==> config.mk <==
export PLATFORM = sky130hd
export DESIGN_NAME = rerc_regulator_enable_reset_control
export DESIGN_NICKNAME = d
export VERILOG_FILES = /design/src/rerc_pkg.sv /design/src/rerc_regulator_enable_reset_control.sv /design/src/rerc_pin_filter.sv
export SDC_FILE = /design/constraint.sdc
export NUM_CORES = 1
export LEC_CHECK = 0
export BUFFER_PORTS_ARGS = -buffer_cell sky130_fd_sc_hd__buf_2
export CAP_MARGIN = 5
export CORE_MARGIN = 4
export CORE_UTILIZATION = 29
export CTS_CLUSTER_SIZE = 8
export DETAILED_ROUTE_END_ITERATION = 7
export SYNTH_ARGS = -nofsm -noshare
export SYNTH_HDL_FRONTEND = slang
export SYNTH_SLANG_ARGS = --single-unit
==> constraint.sdc <==
create_clock -name clk -period 2.39 [get_ports clk]
set_input_delay 0.1195 -clock clk [delete_from_list [all_inputs] [get_ports clk]]
set_output_delay 0.1195 -clock clk [all_outputs]
set_load 0.1 [all_outputs]
==> src/rerc_pkg.sv <==
// Purpose: shared constants and types
// Assumes: 20 MHz clock; comparators give logic levels
// Notes:   times converted to cycles here
package rerc_pkg;

    // clock
    localparam int CLK_MHZ          = 20;

    // converter bias delay before switching, least time, rounded up
    localparam int BIAS_TIME_US     = 170;
    localparam int BIAS_CYC         = BIAS_TIME_US * CLK_MHZ;

    // soft start: reference runs 0..REF_FULL, 5 % to 95 % takes SS_TIME_US
    localparam int REF_FULL         = 200;
    localparam int SS_LOW_PCT       = 5;
    localparam int SS_HIGH_PCT      = 95;
    localparam int SS_TIME_US       = 750;
    localparam int SS_STEPS         = REF_FULL * (SS_HIGH_PCT - SS_LOW_PCT) / 100;
    localparam int SS_STEP_CYC      = SS_TIME_US * CLK_MHZ / SS_STEPS;

    // processor reset hold and warm reset filter
    localparam int RESET_HOLD_MS    = 100;
    localparam int RESET_HOLD_CYC   = RESET_HOLD_MS * 1000 * CLK_MHZ;
    localparam int DEBOUNCE_MS      = 30;
    localparam int DEBOUNCE_CYC     = DEBOUNCE_MS * 1000 * CLK_MHZ;

    // default voltages in millivolts, strap low / strap high
    localparam logic [11:0] CORE_LO_MV   = 12'h514;   // 1300 mV
    localparam logic [11:0] CORE_HI_MV   = 12'h60e;   // 1550 mV
    localparam logic [11:0] MEMORY_LO_MV = 12'h708;   // 1800 mV
    localparam logic [11:0] MEMORY_HI_MV = 12'h9c4;   // 2500 mV
    localparam logic [11:0] SYSTEM_LO_MV = 12'hbb8;   // 3000 mV
    localparam logic [11:0] SYSTEM_HI_MV = 12'hce4;   // 3300 mV

    // register offsets
    localparam logic [3:0] REG_CONVERTER_CONTROL_2    = 4'h0;
    localparam logic [3:0] REG_LINEAR_REG_CONTROL     = 4'h1;
    localparam logic [3:0] REG_LINEAR_REG_VOLTAGE     = 4'h2;
    localparam logic [3:0] REG_CORE_VOLTAGE           = 4'h3;
    localparam logic [3:0] REG_POWER_GOOD_STATUS      = 4'h4;
    localparam logic [3:0] REG_BLOCK_STATE            = 4'h5;

    // reset values
    localparam logic [2:0]  DISCHARGE_RST   = 3'h0;
    localparam logic [1:0]  LINEAR_EN_RST   = 2'h3;
    localparam logic [7:0]  LINEAR_VOLT_RST = 8'h00;

    // block state register field positions
    localparam int ST_RUNNING_LSB   = 0;    // three bits, converter in run state, soft start done
    localparam int ST_LINEAR_LSB    = 3;    // two bits, linear regulators on
    localparam int ST_SHUTDOWN_BIT  = 5;
    localparam int ST_RESET_BIT     = 6;
    localparam int ST_WARM_BIT      = 7;

    // filtered pin vector positions
    localparam int PIN_CONV_LSB     = 0;    // three converter enables
    localparam int PIN_LINEAR_EN    = 3;
    localparam int PIN_UVLO         = 4;
    localparam int PIN_OVER_TEMPERATURE     = 5;
    localparam int PIN_BACKUP_GOOD  = 6;
    localparam int PIN_LOW_LSB      = 7;    // five rail-low comparators
    localparam int PIN_DROP_LSB     = 12;   // three dropout detectors
    localparam int PIN_STRAP_LSB    = 15;   // three default-select straps
    localparam int PIN_COUNT        = 18;

    typedef enum logic [1:0] {
        CONV_OFF  = 2'b00,
        CONV_BIAS = 2'b01,
        CONV_RAMP = 2'b10,
        CONV_RUN  = 2'b11
    } rerc_conv_state_t;

endpackage

==> src/rerc_regulator_enable_reset_control.sv <==
// Purpose: enable, soft start, discharge, power-good, reset
// Assumes: hysteresis analog; precharge steady
// Notes:   strobe port, read data one cycle later
//
// Decided for this implementation: the placing of the registers and the address-and-strobe port.
`timescale 1ns/1ps
`default_nettype none
// Operation
// - bias delay before switching
// - soft start 5 to 95 percent in 750 us
// - precharge shortens ramp, no discharge
// - low headroom gives full duty
// - disabled converter discharged if enabled
// - discharge per converter, off after reset
// - five rails report low in status
// - any rail fault raises interrupt
// - disabled rail reads good
// - shared pin enables linear regulators, registers too
// - undervoltage or overheat stops all
// - lockout holds all off while supply low
// - own enable pin per converter
// - core default 1.3 V or 1.55 V by strap
// - memory default 1.8 V or 2.5 V by strap
// - system default 3 V or 3.3 V by strap
// - warm reset restores core default only
// - warm reset debounced, pulled up
// - reset low at power-up and backup low
// - hold time set by capacitor, 100 ms; here a counter of RESET_HOLD_CYC clock cycles
// - warm reset also forces processor reset low
// - warm reset stable 30 ms before accepted
// - hold starts on backup good; fall reasserts
module rerc_regulator_enable_reset_control #(
    parameter logic [23:0] RESET_HOLD_CYC = 24'(rerc_pkg::RESET_HOLD_CYC),
    parameter int          DEBOUNCE_CYC   = rerc_pkg::DEBOUNCE_CYC
) (
    // clock and reset
    input  wire logic        clk,
    input  wire logic        rst_n,
    // enable pins
    input  wire logic        systemConvEnable,
    input  wire logic        memoryConvEnable,
    input  wire logic        coreConvEnable,
    input  wire logic        linearRegEnable,
    // default-select straps
    input  wire logic        systemDefaultSelect,
    input  wire logic        memoryDefaultSelect,
    input  wire logic        coreDefaultSelect,
    // protection comparators
    input  wire logic        supplyUndervoltage,
    input  wire logic        overTemperature,
    input  wire logic        backupRailGood,
    // rail low monitors: sys, mem, core, lin1, lin2
    input  wire logic [4:0]  railBelowTarget,
    // headroom detectors: sys, mem, core
    input  wire logic [2:0]  dropoutDetect,
    // precharge level, ref units
    input  wire logic [7:0]  systemPrecharge,
    input  wire logic [7:0]  memoryPrecharge,
    input  wire logic [7:0]  corePrecharge,
    // warm reset pin
    input  wire logic        warmResetInN,
    output logic             warmResetPullupEn,
    // converter drive: sys, mem, core
    output logic [2:0]       convBiasOn,
    output logic [2:0]       convSwitchOn,
    output logic [2:0]       convLowSideBlock,
    output logic [2:0]       convFullDuty,
    output logic [2:0]       convDischarge,
    output logic [7:0]       systemSoftStartRef,
    output logic [7:0]       memorySoftStartRef,
    output logic [7:0]       coreSoftStartRef,
    // target voltages in millivolts
    output logic [11:0]      systemRail,
    output logic [11:0]      memoryRail,
    output logic [11:0]      coreRail,
    // linear regulators
    output logic [1:0]       linearRegOn,
    output logic [7:0]       linearRegVoltage,
    // status
    output logic             powerFaultIrq,
    // processor reset, open drain
    output logic             processorResetOutO,
    output logic             processorResetOutOe,
    // register port
    input  wire logic [3:0]  regAddr,
    input  wire logic [15:0] regWdata,
    input  wire logic        regWrite,
    input  wire logic        regRead,
    output logic [15:0]      regRdata
);

    logic [rerc_pkg::PIN_COUNT-1:0] pinRaw;
    logic [rerc_pkg::PIN_COUNT-1:0] pinSync;
    logic                           warmLevel;
    logic                           warmActive;
    logic                           shutdown;
    logic [2:0]                     convEnable;
    logic [2:0][7:0]                prechargeIn;
    logic [2:0][7:0]                softRef;
    logic [2:0]                     convRunning;
    logic [4:0]                     railEnabled;
    logic [4:0]                     railFault;
    logic [11:0]                    coreDefault;

    // register state
    logic [2:0]                     dischargeEn_ff;
    logic [1:0]                     linearEn_ff;
    logic [7:0]                     linearVolt_ff;
    logic                           coreOverride_ff;
    logic [11:0]                    coreSet_ff;
    logic [15:0]                    regRdata_ff;
    logic [15:0]                    nxt_regRdata;

    // processor reset state
    logic                           resetAsserted_ff;
    logic [23:0]                    holdCnt_ff;
    logic                           resetCause;

    // pins gathered so one generate loop filters them all
    assign pinRaw = {coreDefaultSelect, memoryDefaultSelect, systemDefaultSelect,
                     dropoutDetect, railBelowTarget, backupRailGood,
                     overTemperature, supplyUndervoltage, linearRegEnable,
                     coreConvEnable, memoryConvEnable, systemConvEnable};

    // three-stage synchronisers; stages two and three must agree once, so a one-cycle glitch is dropped
    for (genvar p = 0; p < rerc_pkg::PIN_COUNT; p++) begin : g_pin
        rerc_pin_filter #(
            .STABLE_CYC (1),
            .INIT       (1'b0)
        ) u_sync (
            .clk    (clk),
            .rst_n  (rst_n),
            .pinIn  (pinRaw[p]),
            .pinOut (pinSync[p])
        );
    end

    // warm reset: long stability filter, idle level high
    rerc_pin_filter #(
        .STABLE_CYC (DEBOUNCE_CYC),
        .INIT       (1'b1)
    ) u_warm (
        .clk    (clk),
        .rst_n  (rst_n),
        .pinIn  (warmResetInN),
        .pinOut (warmLevel)
    );
    assign warmActive        = ~warmLevel;
    assign warmResetPullupEn = 1'b1;

    // protection shuts every regulator down
    assign shutdown = pinSync[rerc_pkg::PIN_UVLO] | pinSync[rerc_pkg::PIN_OVER_TEMPERATURE];

    // each converter follows its own pin unless protection holds it off
    assign convEnable = pinSync[rerc_pkg::PIN_CONV_LSB +: 3] & {3{~shutdown}};

    assign prechargeIn = {corePrecharge, memoryPrecharge, systemPrecharge};

    // per-converter start-up sequencer
    for (genvar c = 0; c < 3; c++) begin : g_conv
        rerc_pkg::rerc_conv_state_t state_ff;
        logic [15:0]                timer_ff;
        logic [7:0]                 ref_ff;
        logic [7:0]                 pre_ff;

        // sequence: off, bias wait, ramp, run; a disable always wins
        always_ff @(posedge clk) begin
            if (!rst_n) begin
                state_ff <= rerc_pkg::CONV_OFF;
                timer_ff <= 16'h0000;
                ref_ff   <= 8'h00;
            end else if (!convEnable[c]) begin
                state_ff <= rerc_pkg::CONV_OFF;
                timer_ff <= 16'h0000;
                ref_ff   <= 8'h00;
            end else begin
                case (state_ff)
                    rerc_pkg::CONV_OFF: begin
                        state_ff <= rerc_pkg::CONV_BIAS;
                        timer_ff <= 16'h0000;
                    end
                    rerc_pkg::CONV_BIAS: begin
                        if (timer_ff == 16'(rerc_pkg::BIAS_CYC - 1)) begin
                            state_ff <= rerc_pkg::CONV_RAMP;
                            timer_ff <= 16'h0000;
                        end else begin
                            timer_ff <= timer_ff + 16'h0001;
                        end
                    end
                    rerc_pkg::CONV_RAMP: begin
                        if (ref_ff == 8'(rerc_pkg::REF_FULL)) begin
                            state_ff <= rerc_pkg::CONV_RUN;
                        end else if (ref_ff < pre_ff) begin
                            ref_ff <= ref_ff + 8'h01;
                        end else if (timer_ff == 16'(rerc_pkg::SS_STEP_CYC - 1)) begin
                            ref_ff   <= ref_ff + 8'h01;
                            timer_ff <= 16'h0000;
                        end else begin
                            timer_ff <= timer_ff + 16'h0001;
                        end
                    end
                    rerc_pkg::CONV_RUN: begin
                        ref_ff <= 8'(rerc_pkg::REF_FULL);
                    end
                    default: begin
                        state_ff <= rerc_pkg::CONV_OFF;
                    end
                endcase
            end
        end

        // precharge is sampled during bias, clipped to full scale
        always_ff @(posedge clk) begin
            if (!rst_n) begin
                pre_ff <= 8'h00;
            end else if (state_ff == rerc_pkg::CONV_BIAS) begin
                pre_ff <= (prechargeIn[c] > 8'(rerc_pkg::REF_FULL)) ?
                          8'(rerc_pkg::REF_FULL) : prechargeIn[c];
            end
        end

        assign convBiasOn[c]       = (state_ff != rerc_pkg::CONV_OFF);
        assign convSwitchOn[c]     = (state_ff == rerc_pkg::CONV_RAMP) |
                                     (state_ff == rerc_pkg::CONV_RUN);
        // the rectifier stays off until the reference reaches the output level
        assign convLowSideBlock[c] = (state_ff == rerc_pkg::CONV_RAMP) &
                                     (ref_ff < pre_ff);
        assign convFullDuty[c]     = (state_ff == rerc_pkg::CONV_RUN) &
                                     pinSync[rerc_pkg::PIN_DROP_LSB + c];
        assign convDischarge[c]    = (state_ff == rerc_pkg::CONV_OFF) &
                                     dischargeEn_ff[c];
        assign convRunning[c]      = (state_ff == rerc_pkg::CONV_RUN);
        assign softRef[c]          = ref_ff;
    end

    assign systemSoftStartRef = softRef[0];
    assign memorySoftStartRef = softRef[1];
    assign coreSoftStartRef   = softRef[2];

    // strap-selected defaults follow the pins, which are tied on the board
    assign systemRail  = pinSync[rerc_pkg::PIN_STRAP_LSB]     ?
                         rerc_pkg::SYSTEM_HI_MV : rerc_pkg::SYSTEM_LO_MV;
    assign memoryRail  = pinSync[rerc_pkg::PIN_STRAP_LSB + 1] ?
                         rerc_pkg::MEMORY_HI_MV : rerc_pkg::MEMORY_LO_MV;
    assign coreDefault = pinSync[rerc_pkg::PIN_STRAP_LSB + 2] ?
                         rerc_pkg::CORE_HI_MV : rerc_pkg::CORE_LO_MV;
    assign coreRail    = coreOverride_ff ? coreSet_ff : coreDefault;

    // linear regulators: shared pin and register enable, both gated by protection
    assign linearRegOn      = {2{pinSync[rerc_pkg::PIN_LINEAR_EN] & ~shutdown}} &
                              linearEn_ff;
    assign linearRegVoltage = linearVolt_ff;

    // monitors count only while the rail is enabled
    assign railEnabled = {linearRegOn, convBiasOn};
    assign railFault   = railEnabled & pinSync[rerc_pkg::PIN_LOW_LSB +: 5];
    assign powerFaultIrq = |railFault;

    // software settings, one register per write
    always_ff @(posedge clk) begin
        if (!rst_n) begin
            dischargeEn_ff <= rerc_pkg::DISCHARGE_RST;
            linearEn_ff    <= rerc_pkg::LINEAR_EN_RST;
            linearVolt_ff  <= rerc_pkg::LINEAR_VOLT_RST;
        end else if (regWrite) begin
            if (regAddr == rerc_pkg::REG_CONVERTER_CONTROL_2) begin
                dischargeEn_ff <= regWdata[2:0];
            end
            if (regAddr == rerc_pkg::REG_LINEAR_REG_CONTROL) begin
                linearEn_ff <= regWdata[1:0];
            end
            if (regAddr == rerc_pkg::REG_LINEAR_REG_VOLTAGE) begin
                linearVolt_ff <= regWdata[7:0];
            end
        end
    end

    // core setting; warm reset wins over a write so the default is restored
    always_ff @(posedge clk) begin
        if (!rst_n) begin
            coreOverride_ff <= 1'b0;
            coreSet_ff      <= 12'h000;
        end else if (warmActive) begin
            coreOverride_ff <= 1'b0;
        end else if (regWrite && regAddr == rerc_pkg::REG_CORE_VOLTAGE) begin
            coreOverride_ff <= 1'b1;
            coreSet_ff      <= regWdata[11:0];
        end
    end

    // read mux; unmapped offsets read zero
    always_comb begin
        nxt_regRdata = 16'h0000;
        case (regAddr)
            rerc_pkg::REG_CONVERTER_CONTROL_2: nxt_regRdata[2:0]  = dischargeEn_ff;
            rerc_pkg::REG_LINEAR_REG_CONTROL:  nxt_regRdata[1:0]  = linearEn_ff;
            rerc_pkg::REG_LINEAR_REG_VOLTAGE:  nxt_regRdata[7:0]  = linearVolt_ff;
            rerc_pkg::REG_CORE_VOLTAGE:        nxt_regRdata[11:0] = coreRail;
            rerc_pkg::REG_POWER_GOOD_STATUS:   nxt_regRdata[4:0]  = railFault;
            rerc_pkg::REG_BLOCK_STATE: begin
                nxt_regRdata[rerc_pkg::ST_RUNNING_LSB +: 3] = convRunning;
                nxt_regRdata[rerc_pkg::ST_LINEAR_LSB +: 2]  = linearRegOn;
                nxt_regRdata[rerc_pkg::ST_SHUTDOWN_BIT]     = shutdown;
                nxt_regRdata[rerc_pkg::ST_RESET_BIT]        = resetAsserted_ff;
                nxt_regRdata[rerc_pkg::ST_WARM_BIT]         = warmActive;
            end
            default: nxt_regRdata = 16'h0000;
        endcase
    end

    // read data stand only in the cycle after the strobe
    always_ff @(posedge clk) begin
        if (!rst_n) begin
            regRdata_ff <= 16'h0000;
        end else if (regRead) begin
            regRdata_ff <= nxt_regRdata;
        end else begin
            regRdata_ff <= 16'h0000;
        end
    end
    assign regRdata = regRdata_ff;

    // reset causes: backup rail low or accepted warm reset
    assign resetCause = ~pinSync[rerc_pkg::PIN_BACKUP_GOOD] | warmActive;

    // hold timer restarts while any cause stands, so release is one full hold later
    always_ff @(posedge clk) begin
        if (!rst_n) begin
            resetAsserted_ff <= 1'b1;
            holdCnt_ff       <= 24'h000000;
        end else if (resetCause) begin
            resetAsserted_ff <= 1'b1;
            holdCnt_ff       <= 24'h000000;
        end else if (resetAsserted_ff) begin
            if (holdCnt_ff == RESET_HOLD_CYC - 24'h000001) begin
                resetAsserted_ff <= 1'b0;
                holdCnt_ff       <= 24'h000000;
            end else begin
                holdCnt_ff <= holdCnt_ff + 24'h000001;
            end
        end
    end

    // open drain: drive low while asserted, release otherwise
    assign processorResetOutO  = 1'b0;
    assign processorResetOutOe = resetAsserted_ff;

endmodule
`default_nettype wire

==> src/rerc_pin_filter.sv <==
// Purpose: synchroniser and stability filter
// Assumes: pin asynchronous to clk
// Notes:   stages two and three must agree STABLE_CYC cycles
`timescale 1ns/1ps
`default_nettype none
module rerc_pin_filter #(
    parameter int   STABLE_CYC = 1,
    parameter logic INIT       = 1'b0
) (
    // clock and reset
    input  wire logic clk,
    input  wire logic rst_n,
    // pin and accepted level
    input  wire logic pinIn,
    output logic      pinOut
);
    logic        sync1_ff;
    logic        sync2_ff;
    logic        sync3_ff;
    logic        level_ff;
    logic [19:0] stable_ff;

    // synchroniser chain; first stage feeds only the second
    always_ff @(posedge clk) begin
        if (!rst_n) begin
            sync1_ff <= INIT;
            sync2_ff <= INIT;
            sync3_ff <= INIT;
        end else begin
            sync1_ff <= pinIn;
            sync2_ff <= sync1_ff;
            sync3_ff <= sync2_ff;
        end
    end

    // a bounce restarts the count, so only a quiet pin gets through
    always_ff @(posedge clk) begin
        if (!rst_n) begin
            level_ff  <= INIT;
            stable_ff <= 20'h00000;
        end else if (sync2_ff != sync3_ff || sync3_ff == level_ff) begin
            stable_ff <= 20'h00000;
        end else if (stable_ff == 20'(STABLE_CYC - 1)) begin
            level_ff  <= sync3_ff;
            stable_ff <= 20'h00000;
        end else begin
            stable_ff <= stable_ff + 20'h00001;
        end
    end

    assign pinOut = level_ff;
endmodule
`default_nettype wire

==> results.sh <==
export IMPL_fmax_ghz=0.4176
export IMPL_finalCritPeriodShare_pct=100.2
export IMPL_synth_area_top_cells="dfxtp_1 (43%), nor2_1 (6.8%), xor2_1 (6.5%), xnor2_1 (4.0%), nand3_1 (3.8%)"
export IMPL_overflow=0
export IMPL_hold_depth=4
export IMPL_ys_async_sr_fraction_pct=0
export IMPL_clk_latency_ns=0.63
export IMPL_fin_nets=3838
export IMPL_hpwlAfterDp_mm=49.60
export IMPL_wl_per_cell_microns=13.95
export IMPL_fp_dieW_microns=323.3
export IMPL_critPathLaunchType="register"
export IMPL_synth_edf_count=0
export IMPL_synthFlopType="dfxtp_1"
export IMPL_clock_path_buffers=3
export IMPL_tritoncts="built"
export IMPL_r2r_cells=11
export IMPL_synth_compound_area_share_pct=8.422
export IMPL_synth_xor_area_share_pct=10.48
export IMPL_hp_class="input port to register"
export IMPL_path_cells="ha_4 > a211oi_2 > o21ai_1 > a211oi_2 > buf_4 > and2_4 > buf_12"
export IMPL_slew_viol_final=0
export IMPL_die_area_sq_um=104500
export IMPL_die_h_microns=323.3
export IMPL_worstMarginPinSlew_ns=0.7180
export IMPL_required_ns=2.27
export IMPL_layout_drive_gt1_share_pct=11.55
export IMPL_placed_cells=4807
export IMPL_rsz0062_at_grt="yes"
export IMPL_peakVddDrop_mv=0.4942
export IMPL_grt_usage_pct=13.03
export IMPL_ys_seq_area_share_pct=43.11
export IMPL_path_delay_family="compound AO/OA/AOI/OAI gates"
export IMPL_core_sq_um=98560
export IMPL_clkTransAtPathRegs_ns=0.06
export IMPL_min_period_ns=2.395
export IMPL_areaGrowthSynthToFinish_pct=20.72
export IMPL_setup_ws_ns=-0.004663
export IMPL_r2r_slack_ns=0.16
export IMPL_synth_top_cell_by_area="dfxtp_1"
export IMPL_crit_path_end_kind="output port"
export IMPL_power_leakage_uw=0.01250
export IMPL_gp_congestion=0.8237
export IMPL_ios=172
export IMPL_syn_area_per_cell_sq_um=8.489
export IMPL_skew_ns=0.02043
export IMPL_slew_headroom_pct=52.02
export IMPL_synth_area_sq_um=28840
export IMPL_layout_cell_area_non_filler_sq_um=34810
export IMPL_grt_max_degree=50
export IMPL_synth_top_family_by_area="simple AND/OR/NAND/NOR gates"
export IMPL_htreeDepth=3
export IMPL_layout_cells_non_filler=4985
export IMPL_startpoint="systemSoftStartRef[2]"
export IMPL_firstDrtPassIters=7
export IMPL_drtIter0Drc=1642
export IMPL_hold_violations=0
export IMPL_synth_cell_type_count=86
export IMPL_grt_pass1_wl_mm=113.1
export IMPL_antenna_found_initial=3
export IMPL_synthAdderAreaFrac_pct=3.775
export IMPL_start_util_pct=29.26
export IMPL_yosysWarningCount=0
export IMPL_drt_total_wl_mm=69.54
export IMPL_critPathSlowestCell="dfxtp_4"
export IMPL_cpMostUsedCell="a211oi_2"
export IMPL_yosys_register_bits=621
export IMPL_slowest_delay_ns=0.36
export IMPL_min_to="regRdata[2]"
export IMPL_arrival_ns=2.28
export IMPL_diodes=0
export IMPL_power_density_nw_per_um2=635.1
export IMPL_cts_root_buf="clkbuf_16"
export IMPL_synth_top_area_share_pct=43.11
export IMPL_routed_via_density=4.742
export IMPL_drv_cap=0
export IMPL_ant_nets=0
export IMPL_placed_cell_area_sq_um=31560
export IMPL_status="finished with violations"
export IMPL_std_cell_rows=115
export IMPL_io_buffer_count=151
export IMPL_violations="setup timing"
export IMPL_cts_made_buffers=88
export IMPL_r2r_end="g_conv[0].timer_ff[12]"
export IMPL_vias=23638
export IMPL_worstHoldStart="regAddr[2]"
export IMPL_grt_pass1_vias=22192
export IMPL_setup_violations=1
export IMPL_path_class="register to output port"
export IMPL_critPathMaxFanout=2
export IMPL_drc_errors=0
export IMPL_nFillCells=10026
export IMPL_clkSinkCount=621
export IMPL_synth_area_mux_share_pct=0.8418
export IMPL_r2r_start="g_conv[0].pre_ff[7]"
export IMPL_synth_simple_gate_area_share_pct=29.49
export IMPL_critical_path_buf_inv_count=2
export IMPL_synthCells=3397
export IMPL_fin_util_pct=35.32
## cell type report
type	count	area, sq um	area share [%]
Clock buffer	97	2257	6.484
Clock inverter	7	121.4	0.3486
Inverter	139	521.8	1.499
Multi-Input combinational cell	2526	15530	44.62
Sequential cell	621	12500	35.92
Tap cell	1287	1610	4.626
Timing Repair Buffer	308	2263	6.502
## layer usage
metal | wire (microns) | track usage [%] | part of all wire (%)
met1 | 34650 | 18.39 | 50
met2 | 28970 | 19.85 | 42
met3 | 4582 | 3.253 | 6.6
met4 | 1326 | 3.303 | 1.9
met5 | 8 | 0 | 0.012
## repair_timing
item | CTS | global route
cloned | 0 | 0
endpoints found under the hold margin | 90 | 0
pin swaps | 3 | 4
buffers inserted | 4 | 2
hold buffers | 68 | 0
resized for setup | 26 | 16
setup endpoints to repair | 9 | 21
## cells in the final DEF, fill, tap and decap left out, types with 93 or more instances in the layout
master,count
and2_1,93
and3_1,104
buf_2,139
dfxtp_1,593
inv_1,137
nand2_1,285
nand3_1,218
nor2_1,525
xnor2_1,132
xor2_1,213
## cell families (layout without fill, tap and decap cells)
| logic type | Yosys count | count (layout) |
|---|---|---|
| simple gates | 1694 | 1694 |
| mux | 24 | 24 |
| flops | 621 | 621 |
| fa+ha+maj | 87 | 87 |
| other cells | 2 | 16 |
| compound gates | 360 | 360 |
| buf+inv | 264 | 551 |
| xor+xnor | 345 | 345 |
## worst min-delay path, stage by stage
cell and delay [ns]:
buf_2 0.21, nor2b_1 0.08, o21ai_0 0.17, a21oi_1 0.05
## through the flow
stage            TNS, ns  setup slack [ns]  power, uW  hold slack, ns
3_3_place_gp           0           0.07564      11100          0.3294
6_report       -0.004663         -0.004663      22110         0.05599
5_1_grt          -0.1115           -0.1115      22940         0.07187
2_1_floorplan   -0.05053          -0.02527      10950          0.2210
4_1_cts                0          0.001752      22490        0.004453
3_5_place_dp           0           0.07137      11100          0.3295
## worst max-delay path by stage
stage / slack (ns) / cells after the start / end
5_1_grt: -0.11 / 7 / convLowSideBlock[0]
3_3_place_gp: 0.08 / 7 / memorySoftStartRef[7]
6_report: -0.005 / 7 / convLowSideBlock[0]
4_1_cts: 0.002 / 8 / convLowSideBlock[0]
2_1_floorplan: -0.03 / 7 / g_conv[1].timer_ff[11]
3_5_place_dp: 0.07 / 7 / memorySoftStartRef[7]
## cells in the mapped netlist, types with 6 or more instances
cell	instances
xnor2_1	132
clkbuf_1	88
ha_1	87
a21oi_1	77
o22ai_1	7
and3_1	105
o21a_1	9
a22oi_1	23
nand2_1	287
o21ai_0	89
a21boi_0	21
and4_1	35
nand3b_1	34
and2_1	95
a22o_1	11
buf_2	6
a211oi_1	10
nor2b_1	68
a21o_1	25
xor2_1	213
or2_2	8
nor4_1	68
nor2_1	525
o211ai_1	16
dfxtp_1	621
nand2b_1	18
mux2i_1	22
nor3_1	52
buf_4	28
nand3_1	218
a222oi_1	6
o31ai_1	9
nor4b_1	24
or3_1	47
nand4_1	80
o41ai_1	6
inv_1	139
## report_power, final
part           leakage, uW  switching [uW]  internal, uW  total, uW
clock network      0.00116            4430          6700      11100
logic              0.00631             342           198        540
registers          0.00503            35.8         10400      10400
## sequential cells by signal (all words and copies together) (netlist names), 2 cells and up
register / cells
g_pin.u_sync.stable_ff: 360
u_warm.stable_ff: 20
g_pin.u_sync.pinOut: 18
coreSet_ff: 12
g_conv.state_ff: 6
memorySoftStartRef: 8
g_conv.pre_ff: 24
holdCnt_ff: 24
g_conv.timer_ff: 48
regRdata: 12
g_pin.u_sync.sync2_ff: 18
linearRegVoltage: 8
dischargeEn_ff: 3
g_pin.u_sync.sync3_ff: 18
linearEn_ff: 2
systemSoftStartRef: 8
g_pin.u_sync.sync1_ff: 18
coreSoftStartRef: 8
No activity file was read; power rests on OpenSTA's default activity.
